--- src/hdl/swrb_pkg.sv ---
// Constants for the single-wire read-byte and triplet engine.
// Assumes a 20 MHz core clock; slot timing comes from internal timers.
package swrb_pkg;
	// ----------------------------------------
	// Clock and timing
	// ----------------------------------------
	localparam int CLK_HZ = 20000000; // Core clock rate
	localparam real START_MAX_NS = 262.5; // Latest start of line activity
	// Longest time rounds down; at least one cycle
	localparam int START_CYC = (START_MAX_NS * CLK_HZ / 1.0e9) < 1.0 ? 1 :
		int'($floor(START_MAX_NS * CLK_HZ / 1.0e9));
	localparam real STD_SLOT_NS = 70000.0; // Standard slot period
	localparam real STD_LOW_NS = 6000.0; // Standard initial low
	localparam real STD_W0_NS = 60000.0; // Standard write-zero low time
	localparam real STD_SMP_NS = 15000.0; // Standard sample delay
	localparam real OD_SLOT_NS = 10000.0; // Overdrive slot period
	localparam real OD_LOW_NS = 1000.0; // Overdrive initial low
	localparam real OD_W0_NS = 7500.0; // Overdrive write-zero low time
	localparam real OD_SMP_NS = 2000.0; // Overdrive sample delay
	localparam int STD_SLOT_CYC = int'($ceil(STD_SLOT_NS * CLK_HZ / 1.0e9));
	localparam int STD_LOW_CYC = int'($ceil(STD_LOW_NS * CLK_HZ / 1.0e9));
	localparam int STD_W0_CYC = int'($ceil(STD_W0_NS * CLK_HZ / 1.0e9));
	localparam int STD_SMP_CYC = int'($ceil(STD_SMP_NS * CLK_HZ / 1.0e9));
	localparam int OD_SLOT_CYC = int'($ceil(OD_SLOT_NS * CLK_HZ / 1.0e9));
	localparam int OD_LOW_CYC = int'($ceil(OD_LOW_NS * CLK_HZ / 1.0e9));
	localparam int OD_W0_CYC = int'($ceil(OD_W0_NS * CLK_HZ / 1.0e9));
	localparam int OD_SMP_CYC = int'($ceil(OD_SMP_NS * CLK_HZ / 1.0e9));
	localparam int TW = 12; // Timer width
	// ----------------------------------------
	// Command codes and field positions
	// ----------------------------------------
	localparam logic [7:0] CMD_READ_BYTE = 8'h96;
	localparam logic [7:0] CMD_TRIPLET = 8'h78;
	localparam logic [7:0] CMD_SET_PTR = 8'he1; // Set read pointer
	localparam int PTR_SEL_BIT = 0; // Parameter bit that selects read data
	localparam int TRIP_SLOTS = 3; // Slots in a triplet
	localparam int DIR_BIT = 7; // Direction value bit in direction byte
	localparam int NBITS_BYTE = 8; // Slots in a read byte
	// ----------------------------------------
	// Register map (byte addresses)
	// ----------------------------------------
	localparam logic [7:0] ADDR_CMD = 8'h00; // W: [7:0] code, [15:8] parameter
	localparam logic [7:0] ADDR_CFG = 8'h04; // RW: config bits
	localparam logic [7:0] ADDR_STATUS = 8'h08; // R: status bits
	localparam logic [7:0] ADDR_RDATA = 8'h0c; // R: read data register
	localparam logic [7:0] ADDR_PTR = 8'h10; // R: read pointer
	localparam logic [7:0] ADDR_ACK = 8'h14; // R: last command acknowledge
	localparam int CFG_OD = 0; // Overdrive speed select
	localparam int CFG_APU = 1; // Active pullup enable
	localparam int CFG_SPU = 2; // Strong pullup enable (unused here)
	localparam int ST_BUSY = 0;
	localparam int ST_SBR = 5;
	localparam int ST_TSB = 6;
	localparam int ST_DIR = 7;
	localparam logic [1:0] PTR_STATUS = 2'h0;
	localparam logic [1:0] PTR_RDATA = 2'h1;
	localparam logic [1:0] RESP_OKAY = 2'h0;
	localparam logic [1:0] RESP_SLVERR = 2'h2;
	// ----------------------------------------
	// Sequencer states
	// ----------------------------------------
	typedef enum logic [3:0] {
		SW_IDLE = 4'h1,
		SW_WAIT = 4'h2,
		SW_SLOT = 4'h4,
		SW_DONE = 4'h8
	} swrb_state_t;
endpackage

--- src/hdl/swrb_engine.sv ---
// Read-byte and triplet engine behind an AXI4-Lite register port.
// Assumes a single 20 MHz clock and an open-drain single-wire line whose
// level is resolved by the bench from the enable output.
// The line is open drain: line_out stays low and line_oe high pulls it.
`timescale 1ns/1ns
// Contract
// RULE_01 - Read-byte code makes eight read slots
// RULE_02 - Sampled bits stored in read data
// RULE_03 - Busy at read-byte code: refuse, ignore
// RULE_04 - Read byte done in eight slots
// RULE_05 - Read-byte line activity starts promptly
// RULE_06 - Pointer returns to status after command
// RULE_07 - Busy held eight slots for read
// RULE_08 - Overdrive and active pullup both apply
// RULE_09 - Triplet code makes two reads, one write
// RULE_10 - Both zero: direction bit picks write
// RULE_11 - Zero then one: write zero
// RULE_12 - One then zero: write one
// RULE_13 - Both one: still write one
// RULE_14 - Busy at triplet code: refuse both bytes
// RULE_15 - Triplet done in three slots
// RULE_16 - Triplet line activity starts promptly
// RULE_17 - Busy held three slots for triplet
// RULE_18 - First sample updates single bit result
// RULE_19 - Second sample updates second bit, direction
// RULE_20 - Direction value in bit seven only
// RULE_21 - Line bits travel least significant first
// RULE_22 - Slot timers chosen by speed setting
module swrb_engine #(
	parameter int ADDR_W = 8
) (
	input wire logic clk,
	input wire logic reset,
	input wire logic [ADDR_W-1:0] s_axi_awaddr,
	input wire logic s_axi_awvalid,
	output logic s_axi_awready,
	input wire logic [31:0] s_axi_wdata,
	input wire logic [3:0] s_axi_wstrb,
	input wire logic s_axi_wvalid,
	output logic s_axi_wready,
	output logic [1:0] s_axi_bresp,
	output logic s_axi_bvalid,
	input wire logic s_axi_bready,
	input wire logic [ADDR_W-1:0] s_axi_araddr,
	input wire logic s_axi_arvalid,
	output logic s_axi_arready,
	output logic [31:0] s_axi_rdata,
	output logic [1:0] s_axi_rresp,
	output logic s_axi_rvalid,
	input wire logic s_axi_rready,
	input wire logic line_in,
	output logic line_out,
	output logic line_oe,
	output logic pullup_active
);
	// ----------------------------------------
	// State record
	// ----------------------------------------
	// Everything the block remembers lives in this one record, so the
	// reset value and the register update stay in a single place
	typedef struct packed {
		swrb_pkg::swrb_state_t st; // Sequencer state
		logic aw_got; // Write address held
		logic w_got; // Write data held
		logic [ADDR_W-1:0] awaddr; // Captured write address
		logic [31:0] wdata; // Captured write data
		logic [3:0] wstrb; // Captured strobes
		logic bvalid;
		logic [1:0] bresp;
		logic arready;
		logic rvalid;
		logic [31:0] rdata;
		logic [1:0] rresp;
		logic awready;
		logic wready;
		logic od; // Overdrive speed select
		logic active_pullup_enable; // Active pullup enable
		logic strong_pullup_enable; // Strong pullup enable, stored only
		logic busy; // Bus busy flag
		logic single_bit_result; // Single bit result
		logic triplet_second_bit; // Triplet second bit
		logic dirt; // Direction taken
		logic [7:0] rdreg; // Read data register
		logic [1:0] ptr; // Read pointer
		logic acked; // Last command acknowledged
		logic trip; // Running a triplet
		logic dirv; // Requested direction
		logic [3:0] slot; // Slot index
		logic wval; // Value driven in current slot
		logic [swrb_pkg::TW-1:0] tmr; // Cycle timer within slot
		logic line_out;
		logic line_oe;
		logic pu;
	} swrb_s_t;

	swrb_s_t s_reg;
	swrb_s_t s_next;

	// Timer ceilings picked by speed
	// Speed may only change between commands; a change mid-slot would
	// stretch or cut the slot in progress
	function automatic logic [swrb_pkg::TW-1:0] pick(input logic od, input int a, input int b);
		pick = od ? swrb_pkg::TW'(b) : swrb_pkg::TW'(a);
	endfunction

	logic [swrb_pkg::TW-1:0] t_slot; // Slot period in cycles
	logic [swrb_pkg::TW-1:0] t_low; // Initial low time
	logic [swrb_pkg::TW-1:0] t_w0; // Write-zero low time
	logic [swrb_pkg::TW-1:0] t_smp; // Sample point
	logic wr_fire; // Both write halves present
	logic [7:0] cmd_code; // Command byte of a write
	logic [7:0] cmd_par; // Parameter byte of a write

	// ----------------------------------------
	// Timer selection
	// ----------------------------------------
	// RULE_22 timers by speed
	// RULE_08 overdrive applies
	assign t_slot = pick(s_reg.od, swrb_pkg::STD_SLOT_CYC, swrb_pkg::OD_SLOT_CYC);
	assign t_low = pick(s_reg.od, swrb_pkg::STD_LOW_CYC, swrb_pkg::OD_LOW_CYC);
	assign t_w0 = pick(s_reg.od, swrb_pkg::STD_W0_CYC, swrb_pkg::OD_W0_CYC);
	assign t_smp = pick(s_reg.od, swrb_pkg::STD_SMP_CYC, swrb_pkg::OD_SMP_CYC);
	assign wr_fire = s_reg.aw_got && s_reg.w_got && !s_reg.bvalid;
	assign cmd_code = s_reg.wdata[7:0];
	assign cmd_par = s_reg.wdata[15:8];

	// ----------------------------------------
	// Next-state logic
	// ----------------------------------------
	// Bus slave, command decode and slot sequencer together
	// Later assignments win: a bus handshake that completes in the same
	// cycle as a slot boundary is settled before the sequencer runs, and
	// the sequencer never writes a bus field, so neither masks the other
	always_comb begin
		logic first_bit; // Sampled result of read slot 0
		s_next = s_reg;
		first_bit = s_reg.single_bit_result;
		// Write channel capture, either order
		// Each half is held until both are present; the response then
		// blocks further capture until the host takes it
		if (s_reg.awready && s_axi_awvalid) begin
			s_next.aw_got = 1'b1;
			s_next.awaddr = s_axi_awaddr;
		end
		if (s_reg.wready && s_axi_wvalid) begin
			s_next.w_got = 1'b1;
			s_next.wdata = s_axi_wdata;
			s_next.wstrb = s_axi_wstrb;
		end
		s_next.awready = !s_next.aw_got && !s_reg.bvalid;
		s_next.wready = !s_next.w_got && !s_reg.bvalid;
		if (s_reg.bvalid && s_axi_bready) begin
			s_next.bvalid = 1'b0;
			s_next.awready = 1'b1;
			s_next.wready = 1'b1;
		end
		// Register write effects
		// A refused command still answers OKAY; only the ack register
		// tells the host that it was ignored
		if (wr_fire) begin
			s_next.aw_got = 1'b0;
			s_next.w_got = 1'b0;
			s_next.bvalid = 1'b1;
			s_next.bresp = swrb_pkg::RESP_OKAY;
			case (s_reg.awaddr)
				swrb_pkg::ADDR_CMD: begin
					if (s_reg.wstrb[0] && cmd_code == swrb_pkg::CMD_READ_BYTE) begin
						// RULE_03 refuse when busy
						s_next.acked = !s_reg.busy;
						if (!s_reg.busy) begin
							// RULE_01 start read byte
							s_next.trip = 1'b0;
							s_next.st = swrb_pkg::SW_WAIT;
							s_next.busy = 1'b1;
							s_next.slot = '0;
							s_next.tmr = '0;
							// RULE_06 pointer to status
							s_next.ptr = swrb_pkg::PTR_STATUS;
						end
					end else if (s_reg.wstrb[0] && s_reg.wstrb[1] &&
						cmd_code == swrb_pkg::CMD_TRIPLET) begin
						// RULE_14 refuse when busy
						s_next.acked = !s_reg.busy;
						if (!s_reg.busy) begin
							// RULE_09 start triplet
							s_next.trip = 1'b1;
							// RULE_20 only bit seven
							s_next.dirv = cmd_par[swrb_pkg::DIR_BIT];
							s_next.st = swrb_pkg::SW_WAIT;
							s_next.busy = 1'b1;
							s_next.slot = '0;
							s_next.tmr = '0;
							s_next.ptr = swrb_pkg::PTR_STATUS;
						end
					end else if (s_reg.wstrb[0] && cmd_code == swrb_pkg::CMD_SET_PTR) begin
						// Set read pointer: parameter bit picks data
						s_next.ptr = cmd_par[swrb_pkg::PTR_SEL_BIT] ? swrb_pkg::PTR_RDATA :
							swrb_pkg::PTR_STATUS;
						s_next.acked = 1'b1;
					end else begin
						s_next.acked = 1'b0;
						s_next.bresp = swrb_pkg::RESP_SLVERR;
					end
				end
				swrb_pkg::ADDR_CFG: begin
					if (s_reg.wstrb[0]) begin
						s_next.od = s_reg.wdata[swrb_pkg::CFG_OD];
						s_next.active_pullup_enable = s_reg.wdata[swrb_pkg::CFG_APU];
						s_next.strong_pullup_enable = s_reg.wdata[swrb_pkg::CFG_SPU];
					end
				end
				default: begin
					s_next.bresp = swrb_pkg::RESP_SLVERR;
				end
			endcase
		end
		// Read channel
		// One read in flight: arready drops on the address handshake and
		// returns once the data has been taken
		if (s_reg.rvalid && s_axi_rready) begin
			s_next.rvalid = 1'b0;
		end
		s_next.arready = !s_next.rvalid && !(s_reg.arready && s_axi_arvalid);
		if (s_reg.arready && s_axi_arvalid) begin
			s_next.rvalid = 1'b1;
			s_next.rresp = swrb_pkg::RESP_OKAY;
			s_next.rdata = '0;
			case (s_axi_araddr)
				swrb_pkg::ADDR_CFG: begin
					s_next.rdata[swrb_pkg::CFG_OD] = s_reg.od;
					s_next.rdata[swrb_pkg::CFG_APU] = s_reg.active_pullup_enable;
					s_next.rdata[swrb_pkg::CFG_SPU] = s_reg.strong_pullup_enable;
				end
				swrb_pkg::ADDR_STATUS: begin
					s_next.rdata[swrb_pkg::ST_BUSY] = s_reg.busy;
					s_next.rdata[swrb_pkg::ST_SBR] = s_reg.single_bit_result;
					s_next.rdata[swrb_pkg::ST_TSB] = s_reg.triplet_second_bit;
					s_next.rdata[swrb_pkg::ST_DIR] = s_reg.dirt;
				end
				swrb_pkg::ADDR_RDATA: begin
					s_next.rdata[7:0] = s_reg.rdreg;
				end
				swrb_pkg::ADDR_PTR: begin
					s_next.rdata[1:0] = s_reg.ptr;
				end
				swrb_pkg::ADDR_ACK: begin
					s_next.rdata[0] = s_reg.acked;
				end
				default: begin
					s_next.rresp = swrb_pkg::RESP_SLVERR;
				end
			endcase
		end
		// Slot sequencer
		// The timer counts cycles within a slot; release, sample point and
		// slot end are all compared against its next value so that each
		// event lands on exactly the cycle count named in the package
		case (s_reg.st)
			// Line released, pull-up off between commands
			swrb_pkg::SW_IDLE: begin
				s_next.line_oe = 1'b0;
				s_next.pu = 1'b0;
			end
			// One cycle from command to first low keeps the start early
			swrb_pkg::SW_WAIT: begin
				// RULE_05 start within bound
				// RULE_16 start within bound
				s_next.st = swrb_pkg::SW_SLOT;
				s_next.tmr = '0;
				s_next.wval = 1'b1;
				s_next.line_oe = 1'b1;
				s_next.line_out = 1'b0;
			end
			// Low phase, release, sample and slot end
			swrb_pkg::SW_SLOT: begin
				s_next.tmr = s_reg.tmr + 1'b1;
				// Release after low time; a zero holds longer
				// The pull-up may only assist once the line is let go
				if (s_reg.tmr + 1'b1 >= (s_reg.wval ? t_low : t_w0)) begin
					s_next.line_oe = 1'b0;
					// RULE_08 active pullup
					s_next.pu = s_reg.active_pullup_enable;
				end
				if (s_reg.tmr + 1'b1 == t_smp && s_reg.wval) begin
					if (!s_reg.trip) begin
						// RULE_21 lsb first shift
						// RULE_02 store sample
						s_next.rdreg = {line_in, s_reg.rdreg[7:1]};
					end else if (s_reg.slot == 4'h0) begin
						// RULE_18 first sample
						s_next.single_bit_result = line_in;
					end else if (s_reg.slot == 4'h1) begin
						// RULE_19 second sample
						s_next.triplet_second_bit = line_in;
						first_bit = s_reg.single_bit_result;
						// RULE_10 both zero
						// RULE_11 zero then one
						// RULE_12 one then zero
						// RULE_13 both one
						if (first_bit == line_in) begin
							s_next.dirt = first_bit ? 1'b1 : s_reg.dirv;
						end else begin
							s_next.dirt = first_bit;
						end
					end
				end
				if (s_reg.tmr + 1'b1 >= t_slot) begin
					s_next.tmr = '0;
					s_next.slot = s_reg.slot + 1'b1;
					// RULE_04 eight slots
					// RULE_15 three slots
					if ((!s_reg.trip && s_reg.slot == 4'(swrb_pkg::NBITS_BYTE - 1)) ||
						(s_reg.trip && s_reg.slot == 4'(swrb_pkg::TRIP_SLOTS - 1))) begin
						s_next.st = swrb_pkg::SW_DONE;
						s_next.pu = 1'b0;
					end else begin
						s_next.line_oe = 1'b1;
						s_next.line_out = 1'b0;
						s_next.pu = 1'b0;
						// Write slot value from direction taken
						// Direction was settled at the second sample, well before this
						s_next.wval = (s_reg.trip && s_reg.slot == 4'h1) ? s_next.dirt : 1'b1;
					end
				end
			end
			// Busy drops one cycle after the last slot
			swrb_pkg::SW_DONE: begin
				// RULE_07 busy for eight slots
				// RULE_17 busy for three slots
				s_next.busy = 1'b0;
				s_next.st = swrb_pkg::SW_IDLE;
			end
			// Stray state code: back to idle
			default: begin
				s_next.st = swrb_pkg::SW_IDLE;
			end
		endcase
	end

	// ----------------------------------------
	// State register
	// ----------------------------------------
	// Async reset to constants only
	// Ready flags come up high so the first request can be taken at the
	// first edge after release
	always_ff @(posedge clk or posedge reset) begin
		if (reset) begin
			s_reg <= '0;
			s_reg.st <= swrb_pkg::SW_IDLE;
			s_reg.awready <= 1'b1;
			s_reg.wready <= 1'b1;
			s_reg.arready <= 1'b1;
		end else begin
			s_reg <= s_next;
		end
	end

	// ----------------------------------------
	// Outputs straight from flops
	// No logic between the record and the pins, so no output glitches
	// ----------------------------------------
	assign s_axi_awready = s_reg.awready;
	assign s_axi_wready = s_reg.wready;
	assign s_axi_bvalid = s_reg.bvalid;
	assign s_axi_bresp = s_reg.bresp;
	assign s_axi_arready = s_reg.arready;
	assign s_axi_rvalid = s_reg.rvalid;
	assign s_axi_rdata = s_reg.rdata;
	assign s_axi_rresp = s_reg.rresp;
	assign line_out = s_reg.line_out;
	assign line_oe = s_reg.line_oe;
	assign pullup_active = s_reg.pu;
endmodule

--- config.mk ---
export PLATFORM = sky130hd
export DESIGN_NAME = swrb_engine
export DESIGN_NICKNAME = d
export VERILOG_FILES = /design/src/hdl/swrb_pkg.sv /design/src/hdl/swrb_engine.sv
export SDC_FILE = /design/constraint.sdc
export NUM_CORES = 1
export LEC_CHECK = 0
export ABC_CLOCK_PERIOD_IN_PS = 3400
export BUFFER_PORTS_ARGS = -buffer_cell sky130_fd_sc_hd__buf_4
export CAP_MARGIN = 20
export CELL_PAD_IN_SITES_DETAIL_PLACEMENT = 0
export CELL_PAD_IN_SITES_GLOBAL_PLACEMENT = 1
export CORE_UTILIZATION = 42
export CTS_BUF_LIST = sky130_fd_sc_hd__clkbuf_16
export DETAILED_ROUTE_END_ITERATION = 8
export HOLD_SLACK_MARGIN = 0.15
export PLACE_DENSITY_LB_ADDON = 0.1
export SYNTH_ARGS = -nofsm -noshare
export SYNTH_HDL_FRONTEND = slang
export SYNTH_SLANG_ARGS = --single-unit
export TNS_END_PERCENT = 30
--- constraint.sdc ---
create_clock -name clk -period 3.4 [get_ports clk]
set_input_delay 0.17 -clock clk [delete_from_list [all_inputs] [get_ports clk]]
set_output_delay 0.17 -clock clk [all_outputs]
set_load 0.03 [all_outputs]
== Word level (Yosys, flattened, before mapping) ==
Cells that the tools add are included.

* Output and inout bits: 44
* Register bits after elaboration: 89
* Input port bits: 60

* Reduce and logical (&&, ||, !) cells: 53
* Bitwise operators: 4
* Mux-type cells: 69
* Equal/unequal tests: 23
* Add/subtract/negate cells: 2
* Order comparisons: 2

{| class="wikitable"
|+ Operator list
! operator !! count
|-
| $mux 12 || 5
|-
| $mux 4 || 12
|-
| $mux 35 || 1
|-
| $mux 11 || 3
|-
| $pmux 14 s2 || 1
|-
| $ge 12x11->1 || 2
|-
| $mux 2 || 10
|-
| $mux 20 || 1
|-
| $mux 1 || 19
|-
| $logic_and 1x1->1 || 18
|-
| $mux 6 || 3
|-
| $mux 9 || 2
|-
| $reduce_and 3->1 || 6
|-
| $eq 8x3->1 const B || 2
|-
| $eq 8x4->1 const B || 2
|-
| $eq 8x5->1 const B || 2
|-
| $eq 8x8->1 const B || 2
|-
| $reduce_and 5->1 || 3
|-
| $reduce_bool 3->1 || 5
|-
| $add 12x1->12 const B || 1
|-
| $eq 12x9->1 || 1
|-
| $pmux 4 s3 || 1
|-
| $reduce_bool 2->1 || 6
|-
| $eq 4x1->1 const B || 2
|-
| 25 further kinds || 43
|}

== Longest topological paths before layout ==
* Depth after elaboration: 10
* Gate-level depth with buffers: 13
* Mapped depth without buffers: 11

== Least setup slack after synthesis ==
Ideal clock, no wire load.

* Path kind: reg-to-reg
* Start point: register s_reg[3] in the netlist's numbering
* End point: register s_reg[32] in the netlist's numbering
* Cell stages (with the launch flop): 11
* Slack: 0.658 ns
* Buffers on the path: 0
* Arrival time: 2.617 ns
* Period minus slack after synthesis: 2.742 ns
* Required time: 3.275 ns
* Cells stage by stage: dfrtp_1 ha_1 and2b_1 or2_2 ha_1 nor2_1 nand4_1 nor4_2 nand4_1 nor2_4 mux2_2

* Cells in the longest elaborated chain, start to end: 4

{| class="wikitable"
|+ RTL lines
! item !! line !! text
|-
| start, declared || swrb_engine.sv:96 || <nowiki>swrb_s_t s_reg;</nowiki>
|-
| start signal, assigned || swrb_engine.sv:354 || <nowiki>s_reg <= s_next;</nowiki>
|-
| $add 12x1->12 || swrb_engine.sv:284 || <nowiki>if (s_reg.tmr + 1'b1 == t_smp && s_reg.wval) begin</nowiki>
|-
| $eq 12x9->1 || swrb_engine.sv:284 ||
|-
| $logic_and 1x1->1 || swrb_engine.sv:284 ||
|-
| $reduce_and 3->1 (no line) || - ||
|}

No other way between the ends.
A chain may end at the register's enable or synchronous reset.

== Final worst setup path ==
* Start point: register s_reg[4] in the netlist's numbering
* End point: register s_reg[30] in the netlist's numbering

Same word-level chain as after synthesis.

==> impl_metrics.py <==
metrics = {
    "logic_synthesis": {
        "synth_async_sr_flop_share_pct": 100,
        "yosys_warnings": 0,
        "synth-seq-cells": 80,
        "ys_types": 67,
        "synth_top_area_cells": "sky130_fd_sc_hd__dfrtp_1, sky130_fd_sc_hd__mux2_2, sky130_fd_sc_hd__buf_4, sky130_fd_sc_hd__nand2_1, sky130_fd_sc_hd__ha_1",
        "synthCells": 460,
        "synth.largest_area_cell": "sky130_fd_sc_hd__dfrtp_1",
        "synth_largest_type_area_fraction_pct": 40.9,
        "synth-seq-area-share_pct": 43.2,
        "synth_edf_count": 0,
        "synthesized_area_per_cell_um2": 10.1,
        "ys_dominant_reg_cell": "sky130_fd_sc_hd__dfrtp_1",
        "synth_area_um2": 4650,
    },
    "critical_path": {
        "worstSetupPathType": "flip-flop to flip-flop",
        "critical_path_peak_fanout": 8,
        "slowest_stage_delay_cp_ps": 460,
        "worstPathCellList": "ha_2, and2b_1, or2_2, ha_1, nor2_1, nand4_1, nor4_2, nand4_1, nor2_4, mux2_2",
        "crit_end": "s_reg[30]",
        "critPathRequiredTime_ps": 3620,
        "reg_to_reg_end": "s_reg[30]",
        "cp_common_cell": "sky130_fd_sc_hd__nand4_1",
        "r2r_slack_ps": 340,
        "worstPathArrival_ps": 3280,
        "worst_r2r_path_depth": 10,
        "worst-path-stages": 10,
        "capturing_element_type_of_the_critical_path": "flip-flop",
        "timing.critical_path.from_type": "flip-flop",
        "path_buf_inv": 0,
        "worst_path_dominant_cell_family": "simple AND/OR/NAND/NOR gates",
        "regToRegStartpoint": "s_reg[4]",
        "cp_slowest_cell": "sky130_fd_sc_hd__dfrtp_1",
        "cp-startpoint": "s_reg[4]",
    },
    "clock_network": {
        "cts_root_buf": "sky130_fd_sc_hd__clkbuf_16",
        "cts_tree": "yes",
        "cts_buffers": 9,
        "worst_setup_hold_path_clk_slew_ps": 60,
        "worstSkewPairLatency_ps": 340,
        "cts_max_path_buffers": 2,
        "htreeDepth": 3,
        "post_cts.repair.setup_buffers": 0,
        "tritoncts_num_sinks": 80,
    },
    "die": {
        "rows": 38,
        "die_area_um2": 11500,
        "floorplan.initialDensity_pct": 43.1,
        "core_area_um2": 10800,
        "fp.dieW_um": 107,
        "die_height_um": 107,
        "floorplan.io_pins": 104,
    },
    "cells_and_area": {
        "layout-drive-gt1-share_pct": 26.2,
        "max_reg_flops": 53,
        "multi_input_area_um2": 2350,
        "number_of_antenna_repair_diodes": 0,
        "design.final.nets": 610,
        "stdcell_area_um2": 5610,
        "final_cells": 679,
        "synthToLayoutAreaGrowth_pct": 20.5,
        "regArea_um2": 2010,
        "layout.filler_cells": 1002,
        "final_core_util_pct": 51.9,
    },
    "power_and_ir_drop": {
        "pwr_per_cell_area_nw_per_um2": 481,
        "p_leak_nw": 2.57,
        "ir_drop_mv": 0.352,
        "total_power_mw": 2.70,
    },
    "global_routing": {
        "globalRouteOverflowTotal": 0,
        "antenna_found_initial": 0,
        "grt_first_pass_wirelength_um": 16800,
        "grt_util_all_layers_pct": 19.0,
        "first_global_vias": 3433,
        "largest_net_degree_at_the_start_of_global_routing": 36,
    },
    "detailed_routing": {
        "wire_per_inst_um": 14.5,
        "drt-initial-drc-count": 132,
        "drc_errors": 0,
        "dr.pass1.iters": 4,
        "detail_route.vias_per_cell": 5.15,
        "antenna_violating_nets_post_route": 0,
        "wirelength_um": 9880,
        "vias": 3500,
    },
    "sta": {
        "setup_total_neg_slack_ps": 0,
        "tightest_slew_ps": 750,
        "max_freq_ghz": 0.327,
        "worst_clock_skew_ps": 9.58,
        "post-route-period-util_pct": 90.0,
        "setup_viol": 0,
        "setup_repair_after_global_routing_missed_its_margin": "no",
        "maxSlewHeadroom_pct": 49.3,
        "final-hold-violation-count": 0,
        "period_minus_slack_ps": 3060,
        "slew_violations": 0,
    },
    "placed_design": {
        "detailedPlacementHpwl_um": 7190,
        "detailed_place.area_um2": 5050,
        "place.port_buffers": 52,
        "dp.cells": 636,
        "gp_routability_congestion": 0.795,
    },
    "worst_hold_path": {
        "hold_path_class": "primary input to flip-flop",
    },
    "job": {
        "max_cap_violations": 0,
    },
    "outcome": {
        "status": "finished clean",
    },
}
-- where the power goes --
group | internal [mW] | switching [mW]
clock | 0.501 | 0.420
sequential | 1.13 | 0.131
combinational | 0.263 | 0.254
-- per-stage QoR --
step	setup WS [ps]	hold WS [ps]
finish	341	193
global route	9.94	234
floorplan	658	263
detailed placement	260	168
global placement	327	163
CTS	238	187
-- kinds of logic after synthesis --
| family | count (synthesis) | synth area share [%] |
|---|---|---|
| other cells | 1 | 0.0806 |
| fa+ha+maj | 16 | 4.30 |
| flops | 80 | 43.2 |
| xor+xnor | 6 | 1.13 |
| buf+inv | 65 | 8.56 |
| compound gates | 75 | 11.8 |
| simple gates | 170 | 19.6 |
| mux | 47 | 11.3 |
-- routing by layer --
| metal | track usage [%] | routed length [µm] | share of wire (%) | vias up |
|---|---|---|---|---|
| li1 | - | - | - | 1738 |
| met4 | 5.58 | 112 | 1.1 | 0 |
| met1 | 25.9 | 4920 | 50 | 1692 |
| met5 | 0 | 0 | 0 | - |
| met3 | 4.80 | 329 | 3.3 | 8 |
| met2 | 29.7 | 4520 | 46 | 62 |
-- worst min-delay path, delay by kind of cell --
kind            cells  cell delay, ps
compound gates      2             200
buf+inv             1             120
-- Yosys cell counts, drive strengths merged, types with 6 or more instances --
cell type	instances
a21o	8
a21oi	13
and3	6
buf	45
clkbuf	7
dfrtp	76
ha	16
inv	13
mux2	39
mux2i	8
nand2	56
nand2b	7
nand3	14
nand4	12
nor2	26
nor3	7
nor4	7
o21ai	19
or2	6
-- what timing repair did --
action / CTS / global route
setup endpoints to repair: 0 / 8
resized for setup: 0 / 1
hold buffers: 27 / 0
endpoints found under the hold margin: 51 / 0
-- layout make-up --
type / instances / share of cell area (%)
clock buffer: 9 / 4.02
inverter: 13 / 0.893
clock inverter: 7 / 0.960
sequential: 80 / 35.8
multi-input combinational: 341 / 41.9
tap: 140 / 3.12
timing repair buffer: 89 / 13.3
-- cell usage in the layout, fill, tap and decap left out, drive strengths merged, types with 4 or more instances in the layout --
master and count:
conb 27, a21o 8, nor2 26, a21oi 13, nor4 7, nor3 7
inv 15, dfstp 4, nand3 14, dlygate4sd3 27, mux2 39, nand2b 7
ha 16, o211ai 4, nand4 12, or2 6, and2 4, or3 4
dfrtp 76, nand2 56, xor2 4, clkbuf 9, mux2i 8, o21ai 19
nor2b 4, buf 62, and3 6
-- worst min path at each step --
stage                     from             end  slack [ps]  depth (start not counted)
2_1_floorplan     s_axi_bready    s_axi_bvalid         260                          1
3_5_place_dp             reset    s_axi_rvalid         170                          2
6_report       s_axi_araddr[4]  s_axi_rdata[0]         190                          3
5_1_grt        s_axi_araddr[1]  s_axi_rdata[1]         230                          4
4_1_cts        s_axi_araddr[1]  s_axi_rdata[0]         190                          4
3_3_place_gp             reset    s_axi_rvalid         160                          2
Note: power is estimated with default switching activity, not from simulation.
